## config.mk

```make
export PLATFORM = sky130hd
export DESIGN_NAME = sbm_multiplier
export DESIGN_NICKNAME = d
export VERILOG_FILES = /design/src/sbm_pkg.sv /design/src/sbm_multiplier.sv /design/src/sbm_array_mul.sv
export SDC_FILE = /design/constraint.sdc
export NUM_CORES = 1
export LEC_CHECK = 0
export ABC_AREA = 1
export CAP_MARGIN = 25
export CORE_ASPECT_RATIO = 1.5
export CORE_MARGIN = 2
export CORE_UTILIZATION = 45
export CTS_CLUSTER_DIAMETER = 150
export DETAILED_ROUTE_END_ITERATION = 7
export DONT_BUFFER_PORTS = 1
export PLACE_DENSITY = 0.71
export SLEW_MARGIN = 20
export SYNTH_ARGS = -nofsm -noshare
export SYNTH_HDL_FRONTEND = slang
export SYNTH_HIERARCHICAL = 1
export SYNTH_SLANG_ARGS = --single-unit
```

## constraint.sdc

```tcl
create_clock -name clk -period 1.08 [get_ports clk]
set_clock_uncertainty 0.2 [all_clocks]
set_input_delay 0.324 -clock clk [delete_from_list [all_inputs] [get_ports clk]]
set_output_delay 0.324 -clock clk [all_outputs]
set_load 0.01 [all_outputs]
```

## src/sbm_pkg.sv

```systemverilog
// Package of types and constants for the single-cycle byte multiplier.
package sbm_pkg;
    localparam int unsigned SBM_OPERAND_W = 8;
    localparam int unsigned SBM_PRODUCT_W = 16;
    localparam logic [15:0] SBM_PRODUCT_RST = 16'h0000;
    localparam logic [7:0]  SBM_STATUS_RST  = 8'h00;
    localparam int unsigned SBM_HIGH_LSB = 8;
    localparam int unsigned SBM_LOW_LSB  = 0;

    typedef struct packed {
        logic       start;
        logic [7:0] working_register;
        logic [7:0] file_operand;
    } sbm_request_t;

    typedef struct packed {
        logic [7:0] product_high_byte;
        logic [7:0] product_low_byte;
    } sbm_product_t;
endpackage

```

## src/sbm_multiplier.sv

```systemverilog
// Top of the single-cycle byte multiplier with its product register pair.
`timescale 1ns/1ps
// Contract
// - Multiply completes within one instruction cycle.
// - Unsigned operands give full 16-bit product.
// - High byte and low byte to product pair.
// - Multiply leaves all ALU status flags unchanged.
// - Operands from working register and file register.
module sbm_multiplier
    import sbm_pkg::*;
#(
    parameter int unsigned OPW = SBM_OPERAND_W
) (
    input  wire logic         clk,
    input  wire logic         nrst,
    input  wire sbm_request_t req,
    input  wire logic [7:0]   status_in,
    input  wire logic         status_we,
    output sbm_product_t      product,
    output logic [7:0]        status_out,
    output logic [7:0]        working_out,
    output logic [7:0]        file_out
);
    logic [SBM_PRODUCT_W-1:0] prod_q;
    logic [SBM_PRODUCT_W-1:0] prod_d;
    logic [SBM_PRODUCT_W-1:0] mul_result;
    logic [7:0]               status_q;
    logic [7:0]               status_d;

    // The multiplier reads the working register and file operand.
    sbm_array_mul #(
        .W (OPW)
    ) u_mul (
        .a (req.working_register),
        .b (req.file_operand),
        .p (mul_result)
    );

    // The full product loads as one word in the multiply cycle.
    always_comb begin
        prod_d = prod_q;
        if (req.start) begin
            prod_d = mul_result;
        end
    end

    // Status changes only by its own write, never by a multiply.
    always_comb begin
        status_d = status_q;
        if (status_we) begin
            status_d = status_in;
        end
    end

    always_ff @(posedge clk or negedge nrst) begin
        if (!nrst) begin
            prod_q   <= SBM_PRODUCT_RST;
            status_q <= SBM_STATUS_RST;
        end else begin
            prod_q   <= prod_d;
            status_q <= status_d;
        end
    end

    // Picks one byte of the product word at the given bit position.
    function automatic logic [7:0] sbm_byte_of(
        input logic [SBM_PRODUCT_W-1:0] word,
        input int unsigned              lsb
    );
        return word[lsb +: 8];
    endfunction

    // The upper byte feeds the high register, the lower the low one.
    assign product.product_high_byte = sbm_byte_of(prod_q, SBM_HIGH_LSB);
    assign product.product_low_byte  = sbm_byte_of(prod_q, SBM_LOW_LSB);
    assign status_out  = status_q;
    // Operands pass back unchanged so their registers are not modified.
    assign working_out = req.working_register;
    assign file_out    = req.file_operand;

    chk_product_value: assert property (@(posedge clk) disable iff (!nrst)
        req.start |=> prod_q ==
            16'(16'($past(req.working_register)) *
                16'($past(req.file_operand))))
        else $error("product wrong after multiply");

    chk_product_hold: assert property (@(posedge clk) disable iff (!nrst)
        !req.start |=> $stable(prod_q))
        else $error("product changed without multiply");

    chk_high_byte: assert property (@(posedge clk) disable iff (!nrst)
        req.start |=> product.product_high_byte ==
            8'((16'($past(req.working_register)) *
                16'($past(req.file_operand))) >> 8))
        else $error("high byte wrong");

    chk_low_byte: assert property (@(posedge clk) disable iff (!nrst)
        req.start |=> product.product_low_byte ==
            8'(16'($past(req.working_register)) *
               16'($past(req.file_operand))))
        else $error("low byte wrong");

    chk_full_width: assert property (@(posedge clk) disable iff (!nrst)
        (req.start && req.working_register == 8'hff &&
         req.file_operand == 8'hff) |=> prod_q == 16'hfe01)
        else $error("product truncated");

    chk_zero_operand: assert property (@(posedge clk) disable iff (!nrst)
        (req.start && (req.working_register == 8'h00 ||
                       req.file_operand == 8'h00)) |=> prod_q == 16'h0000)
        else $error("zero operand gave nonzero product");

    chk_unit_file: assert property (@(posedge clk) disable iff (!nrst)
        (req.start && req.file_operand == 8'h01) |=>
            prod_q == {8'h00, $past(req.working_register)})
        else $error("unit file operand wrong");

    chk_unit_working: assert property (@(posedge clk) disable iff (!nrst)
        (req.start && req.working_register == 8'h01) |=>
            prod_q == {8'h00, $past(req.file_operand)})
        else $error("unit working operand wrong");

    chk_msb_operand: assert property (@(posedge clk) disable iff (!nrst)
        (req.start && req.file_operand == 8'h80) |=>
            prod_q == (16'($past(req.working_register)) << 7))
        else $error("msb operand treated as signed");

    chk_high_bound: assert property (@(posedge clk) disable iff (!nrst)
        req.start |=> product.product_high_byte <= 8'hfe)
        else $error("high byte beyond unsigned range");

    chk_back_to_back: assert property (@(posedge clk) disable iff (!nrst)
        (req.start ##1 req.start) |=> prod_q ==
            16'(16'($past(req.working_register)) *
                16'($past(req.file_operand))))
        else $error("second multiply in a row wrong");

    chk_pair_together: assert property (@(posedge clk) disable iff (!nrst)
        req.start |=>
            {product.product_high_byte, product.product_low_byte} ==
            16'(16'($past(req.working_register)) *
                16'($past(req.file_operand))))
        else $error("product bytes out of step");

    chk_flags_kept: assert property (@(posedge clk) disable iff (!nrst)
        (req.start && !status_we) |=> $stable(status_q))
        else $error("multiply touched status");

    chk_status_write: assert property (@(posedge clk) disable iff (!nrst)
        status_we |=> status_out == $past(status_in))
        else $error("status write lost");

    chk_status_stable: assert property (@(posedge clk) disable iff (!nrst)
        !status_we |=> $stable(status_out))
        else $error("status changed without write");

    chk_operands_kept: assert property (@(posedge clk) disable iff (!nrst)
        working_out == req.working_register && file_out == req.file_operand)
        else $error("operand modified");

    chk_operands_after: assert property (@(posedge clk) disable iff (!nrst)
        req.start |-> working_out == req.working_register)
        else $error("working operand altered by multiply");

    chk_reset_product: assert property (@(posedge clk)
        !nrst |-> prod_q == SBM_PRODUCT_RST)
        else $error("product not cleared in reset");

    chk_reset_status: assert property (@(posedge clk)
        !nrst |-> status_q == SBM_STATUS_RST)
        else $error("status not cleared in reset");
endmodule // sbm_multiplier

```

## src/sbm_array_mul.sv

```systemverilog
// Combinational unsigned array multiplier built from shifted partial products.
`timescale 1ns/1ps
module sbm_array_mul #(
    parameter int unsigned W = 8
) (
    input  wire logic [W-1:0]   a,
    input  wire logic [W-1:0]   b,
    output logic      [2*W-1:0] p
);
    logic [2*W-1:0] part [W];

    // Each partial product is one operand gated by one bit of the other.
    for (genvar i = 0; i < W; i++) begin : g_part
        assign part[i] = b[i] ? ({{W{1'b0}}, a} << i) : '0;
    end

    // Partial products sum at full width so no bit is lost.
    always_comb begin
        p = '0;
        for (int i = 0; i < W; i++) begin
            p = p + part[i];
        end
    end
endmodule // sbm_array_mul

```

==> results of run 1 <==
[cells in the mapped netlist]
| cell | instances |
|---|---|
| buf_4 | 16 |
| nand4_1 | 1 |
| nand3_2 | 1 |
| xnor2_1 | 2 |
| clkbuf_1 | 14 |
| dfrtp_1 | 24 |
| xor2_1 | 7 |
| nand2_2 | 7 |
| fa_1 | 34 |
| a21o_1 | 1 |
| buf_6 | 2 |
| nand2_1 | 179 |
| a21oi_1 | 8 |
| inv_2 | 1 |
| ha_1 | 34 |
| nand3_1 | 10 |
| buf_12 | 1 |
| inv_6 | 1 |
| nor2_1 | 8 |
| inv_1 | 84 |
| o221ai_1 | 1 |
| o21ai_2 | 1 |
| buf_2 | 3 |
| o21a_1 | 1 |
| nand3b_1 | 2 |
[metrics by stage]
step	std cells	hold WS, ns	area, um2	total power, mW
final	529	-0.460	3890	6.46
after global routing	529	-0.482	3890	7.15
after CTS	527	-0.467	3740	6.24
after detailed placement	511	-0.171	3400	5.01
after global placement	511	-0.171	3400	4.93
after floorplan	443	-0.172	3420	4.12
[where the power goes]
group / switching, mW / leakage, nW / total [mW] / internal (mW)
clock: 0.271 / 0.0357 / 0.766 / 0.496
sequential: 0.327 / 0.296 / 1.48 / 1.16
combinational: 2.18 / 1.91 / 4.21 / 2.03
total: 2.78 / 2.24 / 6.46 / 3.68
[routing by layer]
metal	wire length [um]	share of wire, %	vias up	GRT usage, %
met1	2720	38	1236	20.8
li1	-	-	1299	-
met3	504	7.0	21	2.24
met5	0	0	-	0
met4	198	2.8	0	5.71
met2	3760	52	102	34.0
[repair_timing]
action / in CTS / in global routing
cloned: 0 / 0
gates resized for setup: 35 / 33
pin swaps: 30 / 47
buffers inserted: 3 / 3
endpoints found under the hold margin: 48 / 40
setup endpoints to repair: 38 / 44
[registers in the layout (all words and copies together) (netlist names)]
name / cells
status_out: 8
product: 16
[cell families after synthesis]
| group | after synthesis |
|---|---|
| AOI/OAI and AO/OA | 12 |
| DFF | 24 |
| and+or+nand+nor | 208 |
| xor gates and xnor gates | 9 |
| buffers and inverters | 122 |
| adders and majority gates | 68 |
[layout make-up]
cell class,count,area (um2)
clock buffer,3,41.3
clock inverter,1,30.0
fill,588,3050
inverter,86,343
multi-input combinational,297,2440
sequential,24,601
tap,78,97.6
timing repair buffer,40,340
[how the worst max path moves through the flow]
| stage | startpoint | to | slack [ns] | depth (start not counted) |
|---|---|---|---|---|
| floorplan | req[10] | product[12] | -3.24 | 24 |
| global placement | req[10] | product[11] | -3.18 | 22 |
| detailed placement | req[10] | product[12] | -3.28 | 23 |
| CTS | req[1] | product[12] | -2.90 | 23 |
| global route | req[11] | product[15] | -3.06 | 25 |
| finish | req[11] | product[14] | -2.96 | 24 |
==> impl_metrics.tcl, run 1 <==
set metrics [dict create \
    path_delay_family "adder cells" \
    cpPeakStageDelay_ns 0.55 \
    setup_ws_ns -2.96 \
    syn_area_per_cell_um2 7.32 \
    clock-sinks 24 \
    synth_top_area_cell "fa_1" \
    synthAdderAreaFrac_pct 34.1 \
    antenna_found_initial 0 \
    worstPathArrival_ns 4.04 \
    ant_nets 0 \
    fmax_mhz 248 \
    cts_tree "done" \
    peakVddDrop_uv 840 \
    grt_pass1_vias 2716 \
    violations "negative hold slack, negative setup slack" \
    wl_per_cell_um 13.6 \
    r2r_end "product[3]" \
    port_buffers 0 \
    drive_gt1_share_pct 23.5 \
    cellLeakagePower_nw 2.24 \
    syn2layout_area_growth_pct 20.0 \
    synth_top_area_share_pct 21.0 \
    synth_xor_area_share_pct 2.43 \
    hold_violations 40 \
    grt_overflow 0 \
    syn_inst 443 \
    synthMuxAreaShare_pct 0 \
    synth.distinct_cells 25 \
    synth-seq-area-share_pct 18.5 \
    dp_hpwl_um 5390 \
    max_slew_margin_pct 82.2 \
    layout_common_cells "nand2_1 (159), inv_1 (69), fa_1 (29)" \
    num_vias 2658 \
    cp_num_buf_inv 3 \
    synthSimpleGateAreaFrac_pct 25.5 \
    critical_path.max_fanout 9 \
    rsz0062_at_grt "true" \
    synth_seq_cells 24 \
    p_per_area_nw_per_um2 1660 \
    cap_violations 0 \
    final_common_cell "nand2_1" \
    drt_first_pass_iters 4 \
    rr_worst_depth 2 \
    grt_start_max_net_pins 25 \
    rr_startpoint "product[3]" \
    core_area_um2 6940 \
    synth_top_family_by_area "adder cells" \
    worst_hold_slack_ns -0.460 \
    first_iter_violations 83 \
    tns_ns -35.59 \
    finalCriticalPeriod_ns 4.04 \
    clock_latency_ns 0.27 \
    drv_slew 0 \
    die-area_um2 7920 \
    vias_per_cell 5.02 \
    drcViolationCount 0 \
    die_h_um 108 \
    synthTopCellsByArea "fa_1 (21%), nand2_1 (21%), dfrtp_1 (19%), ha_1 (13%), inv_1 (9.7%)" \
    start_util_pct 46.7 \
    outcome "finished with violations" \
    gp_congestion 0.898 \
    grt.total_usage_pct 18.1 \
    critPathKind "primary input to register" \
    rows 37 \
    hp-class "primary input to asynchronous set/reset pin" \
    h-tree-depth 1 \
    cp_common_cell "nand2_1" \
    clkTransAtPathRegs_ns 0.08 \
    cts_buffers 3 \
    diodes 0 \
    postCtsHoldBufs 9 \
    synth_area_um2 3240 \
    fin_util_pct 56.1 \
    crit_path_start_kind "primary input" \
    synth_compound_area_share_pct 2.24 \
    syn-num-nets 539 \
    setup_viol 38 \
    critical_path_required_ns 1.09 \
    crit_path_end_kind "register" \
    tightest_slew_ns 0.267 \
    path_cells "nand2_8, inv_4, ha_4, a21oi_2, nand2_2, nand3_2, nand2_1, nand2_1, nand2_2, fa_1, fa_2, inv_2, fa_2, ha_4, ha_4, inv_4, fa_2, o21ai_4, nand2_2, nand2_1, nand2_1, nand2_1, nand2_1, nand2_1" \
    pin_count 68 \
    drt_wl_total_um 7180 \
    num-nets-final 548 \
    rrSetupSlack_ns 0.20 \
    cts_root_buf "clkbuf_8" \
    die_x_um 73.3 \
    crit_slowest_cell "fa_2" \
    min_period_over_period_pct 374 \
    pre_cts_slack_ns -3.28 \
    grt_pass1_wl_um 11600 \
    clockBufferDepth 2 \
    yosysWarnings 6 \
]
Power figures use the tool's default switching activity.
==> run 2: changes to the inputs <==
Settings changed: PLACE_DENSITY 0.71 to not set, SYNTH_HIERARCHICAL 1 to not set.
==> run 2 against run 1 <==
Against the previous run:
- the run still ends with negative hold slack, negative setup slack left
- core utilization is 3.2 points lower
- via count fell by 12%
- area after synthesis is 2.6% lower
- global-route usage fell by 0.26 points
- routed wire length is 13% lower
- setup slack better by 0.59 ns
- combinational power up 18%
- sequential cell count stayed put
- maximum frequency is 17% higher
- die area shrank 2.5%
==> impl_metrics.tcl, run 2 <==
set metrics [dict create \
    drv_slew 0 \
    cts_root_buf "clkbuf_8" \
    synth-seq-area-share_pct 19.0 \
    layout_common_cells "nand2_1 (107), inv_1 (75), fa_1 (34)" \
    rows 37 \
    clkTransAtPathRegs_ns 0.08 \
    num_vias 2328 \
    syn_inst 409 \
    wl_per_cell_um 13.4 \
    synth_seq_cells 24 \
    die-area_um2 7720 \
    diodes 0 \
    h-tree-depth 1 \
    tightest_slew_ns 0.282 \
    critPathKind "primary input to register" \
    gp_congestion 0.863 \
    peakVddDrop_uv 942 \
    crit_path_end_kind "register" \
    drt_first_pass_iters 5 \
    grt_pass1_wl_um 11000 \
    max_slew_margin_pct 81.2 \
    hold_violations 36 \
    die_h_um 107 \
    cellLeakagePower_nw 2.07 \
    violations "negative hold slack, negative setup slack" \
    synth_area_um2 3160 \
    grt_pass1_vias 2483 \
    antenna_found_initial 0 \
    p_total_mw 7.02 \
    rr_startpoint "status_out[2]" \
    async_flop_share_pct 100 \
    syn2layout_area_growth_pct 14.6 \
    hp-class "primary input to asynchronous set/reset pin" \
    die_x_um 72.4 \
    num-nets-final 487 \
    synth_edf_count 0 \
    yosysMostFrequentCell "nand2_1" \
    fmax_mhz 290 \
    crit_end "product[15]" \
    critical_path_required_ns 1.04 \
    fin_cells 467 \
    rrSetupSlack_ns 0.08 \
    grt_overflow 0 \
    rr_worst_depth 1 \
    pin_count 68 \
    dp_hpwl_um 5150 \
    grt.total_usage_pct 17.8 \
    setup_ws_ns -2.37 \
    outcome "finished with violations" \
    critical_path.max_fanout 9 \
    drt_wl_total_um 6260 \
    cts_buffers 3 \
    first_iter_violations 77 \
    worst_hold_slack_ns -0.456 \
    ant_nets 0 \
    p_per_area_nw_per_um2 1940 \
    clock-sinks 24 \
    grt_start_max_net_pins 25 \
    yosysWarnings 0 \
    clockBufferDepth 2 \
    syn-num-nets 506 \
    port_buffers 0 \
    core_area_um2 6850 \
    synth_top_area_share_pct 24.1 \
    min_period_over_period_pct 319 \
    cts_tree "done" \
    synth.distinct_cells 23 \
    rsz0062_at_grt "true" \
    synth_top_area_cell "fa_1" \
    syn_area_per_cell_um2 7.72 \
    pre_cts_slack_ns -2.65 \
    largest_reg_flops 16 \
    vias_per_cell 4.99 \
    largest-register "product" \
    r2r_end "status_out[2]" \
    cap_violations 0 \
    synth_flop_cell "dfrtp_1" \
    setup_viol 38 \
    finalCriticalPeriod_ns 3.45 \
    startpoint "req[5]" \
    clock_latency_ns 0.26 \
    dp_cells 462 \
    final_common_cell "nand2_1" \
    synthTopCellsByArea "fa_1 (24%), dfrtp_1 (19%), nand2_1 (16%), ha_1 (12%), inv_1 (11%)" \
    drive_gt1_share_pct 27.8 \
    worstPathArrival_ns 3.41 \
    synthTopCellsByCount "nand2_1 (136), inv_1 (91), fa_1 (38)" \
    crit_path_start_kind "primary input" \
    start_util_pct 46.1 \
    drcViolationCount 0 \
]
run 2: changes by cell type after synthesis, sizes merged, moves of 7 or more:
| cell | previous run | this run |
|---|---|---|
| nand2 | 186 | 138 |
| mux2 | 0 | 8 |
| inv | 86 | 93 |
| xor2 | 7 | 0 |
run 2: what timing repair did:
action                     4_1_cts  5_1_grt
gates resized for setup         30       32
pin swaps                       16       21
setup endpoints to repair       38       38
setup buffers                    0        1
hold endpoints to repair        38       37
gates cloned                     0        0
run 2: worst min-delay path by stage:
| stage | end | cells after the start | from | slack [ns] |
|---|---|---|---|---|
| finish | product[0] | 0 | nrst | -0.46 |
| global route | product[0] | 0 | nrst | -0.47 |
| CTS | product[0] | 0 | nrst | -0.47 |
| detailed placement | product[2] | 0 | nrst | -0.17 |
| global placement | status_out[7] | 0 | nrst | -0.17 |
| floorplan | product[0] | 0 | nrst | -0.17 |
run 2: per-layer routing:
layer / part of all wire [%] / up-vias / global-route usage [%]
li1: - / 1132 / -
met1: 40 / 1113 / 20.1
met2: 53 / 76 / 33.6
met3: 5.3 / 7 / 2.44
met4: 1.9 / 0 / 5.95
met5: 0 / - / 0
run 2: cell families (layout without fill, tap and decap cells):
kind of cell / Yosys count / after routing / share of synthesized area (%)
muxes: 8 / 8 / 2.85
xor gates and xnor gates: 4 / 4 / 1.11
adders and majority gates: 69 / 69 / 36.4
AOI/OAI and AO/OA: 9 / 9 / 1.78
buffers and inverters: 128 / 108 / 17.3
DFF: 24 / 24 / 19.0
and+or+nand+nor: 167 / 167 / 21.5
run 2: stage by stage:
step / utilization (%) / instance area (um2) / hold slack (ns) / TNS (ns)
after floorplan: - / 3560 / -0.172 / -30.31
after global placement: 48.1 / 3300 / -0.171 / -29.42
after detailed placement: 48.1 / 3300 / -0.171 / -29.64
after CTS: 51.2 / 3510 / -0.466 / -28.76
after global routing: 52.8 / 3620 / -0.473 / -30.71
final: 52.8 / 3620 / -0.456 / -28.47
run 2: layout make-up:
class,count,area (um2)
inverters,93,357
flip-flops and latches,24,601
multi-input cells,257,2420
clock buffers,4,55.1
well taps,78,97.6
fillers,660,3230
repair buffers,11,90.1
run 2: worst max-delay path, stage by stage:
cell	delay, ns
nand2_8	0.05
inv_4	0.03
fa_1	0.52
inv_1	0.05
fa_1	0.49
inv_2	0.04
fa_1	0.49
inv_1	0.05
fa_1	0.49
inv_2	0.04
ha_4	0.32
nand2_4	0.08
inv_2	0.06
nand2_1	0.05
nand2_1	0.06
nand2_2	0.06
nand3_2	0.05
nand2_1	0.05
nand3_1	0.07
nand2_1	0.05
run 2: power by group:
group / internal (mW) / total [mW] / switching [mW] / leakage, nW
registers: 1.16 / 1.46 / 0.302 / 0.292
logic: 2.41 / 4.96 / 2.55 / 1.75
clock network: 0.325 / 0.595 / 0.269 / 0.0288
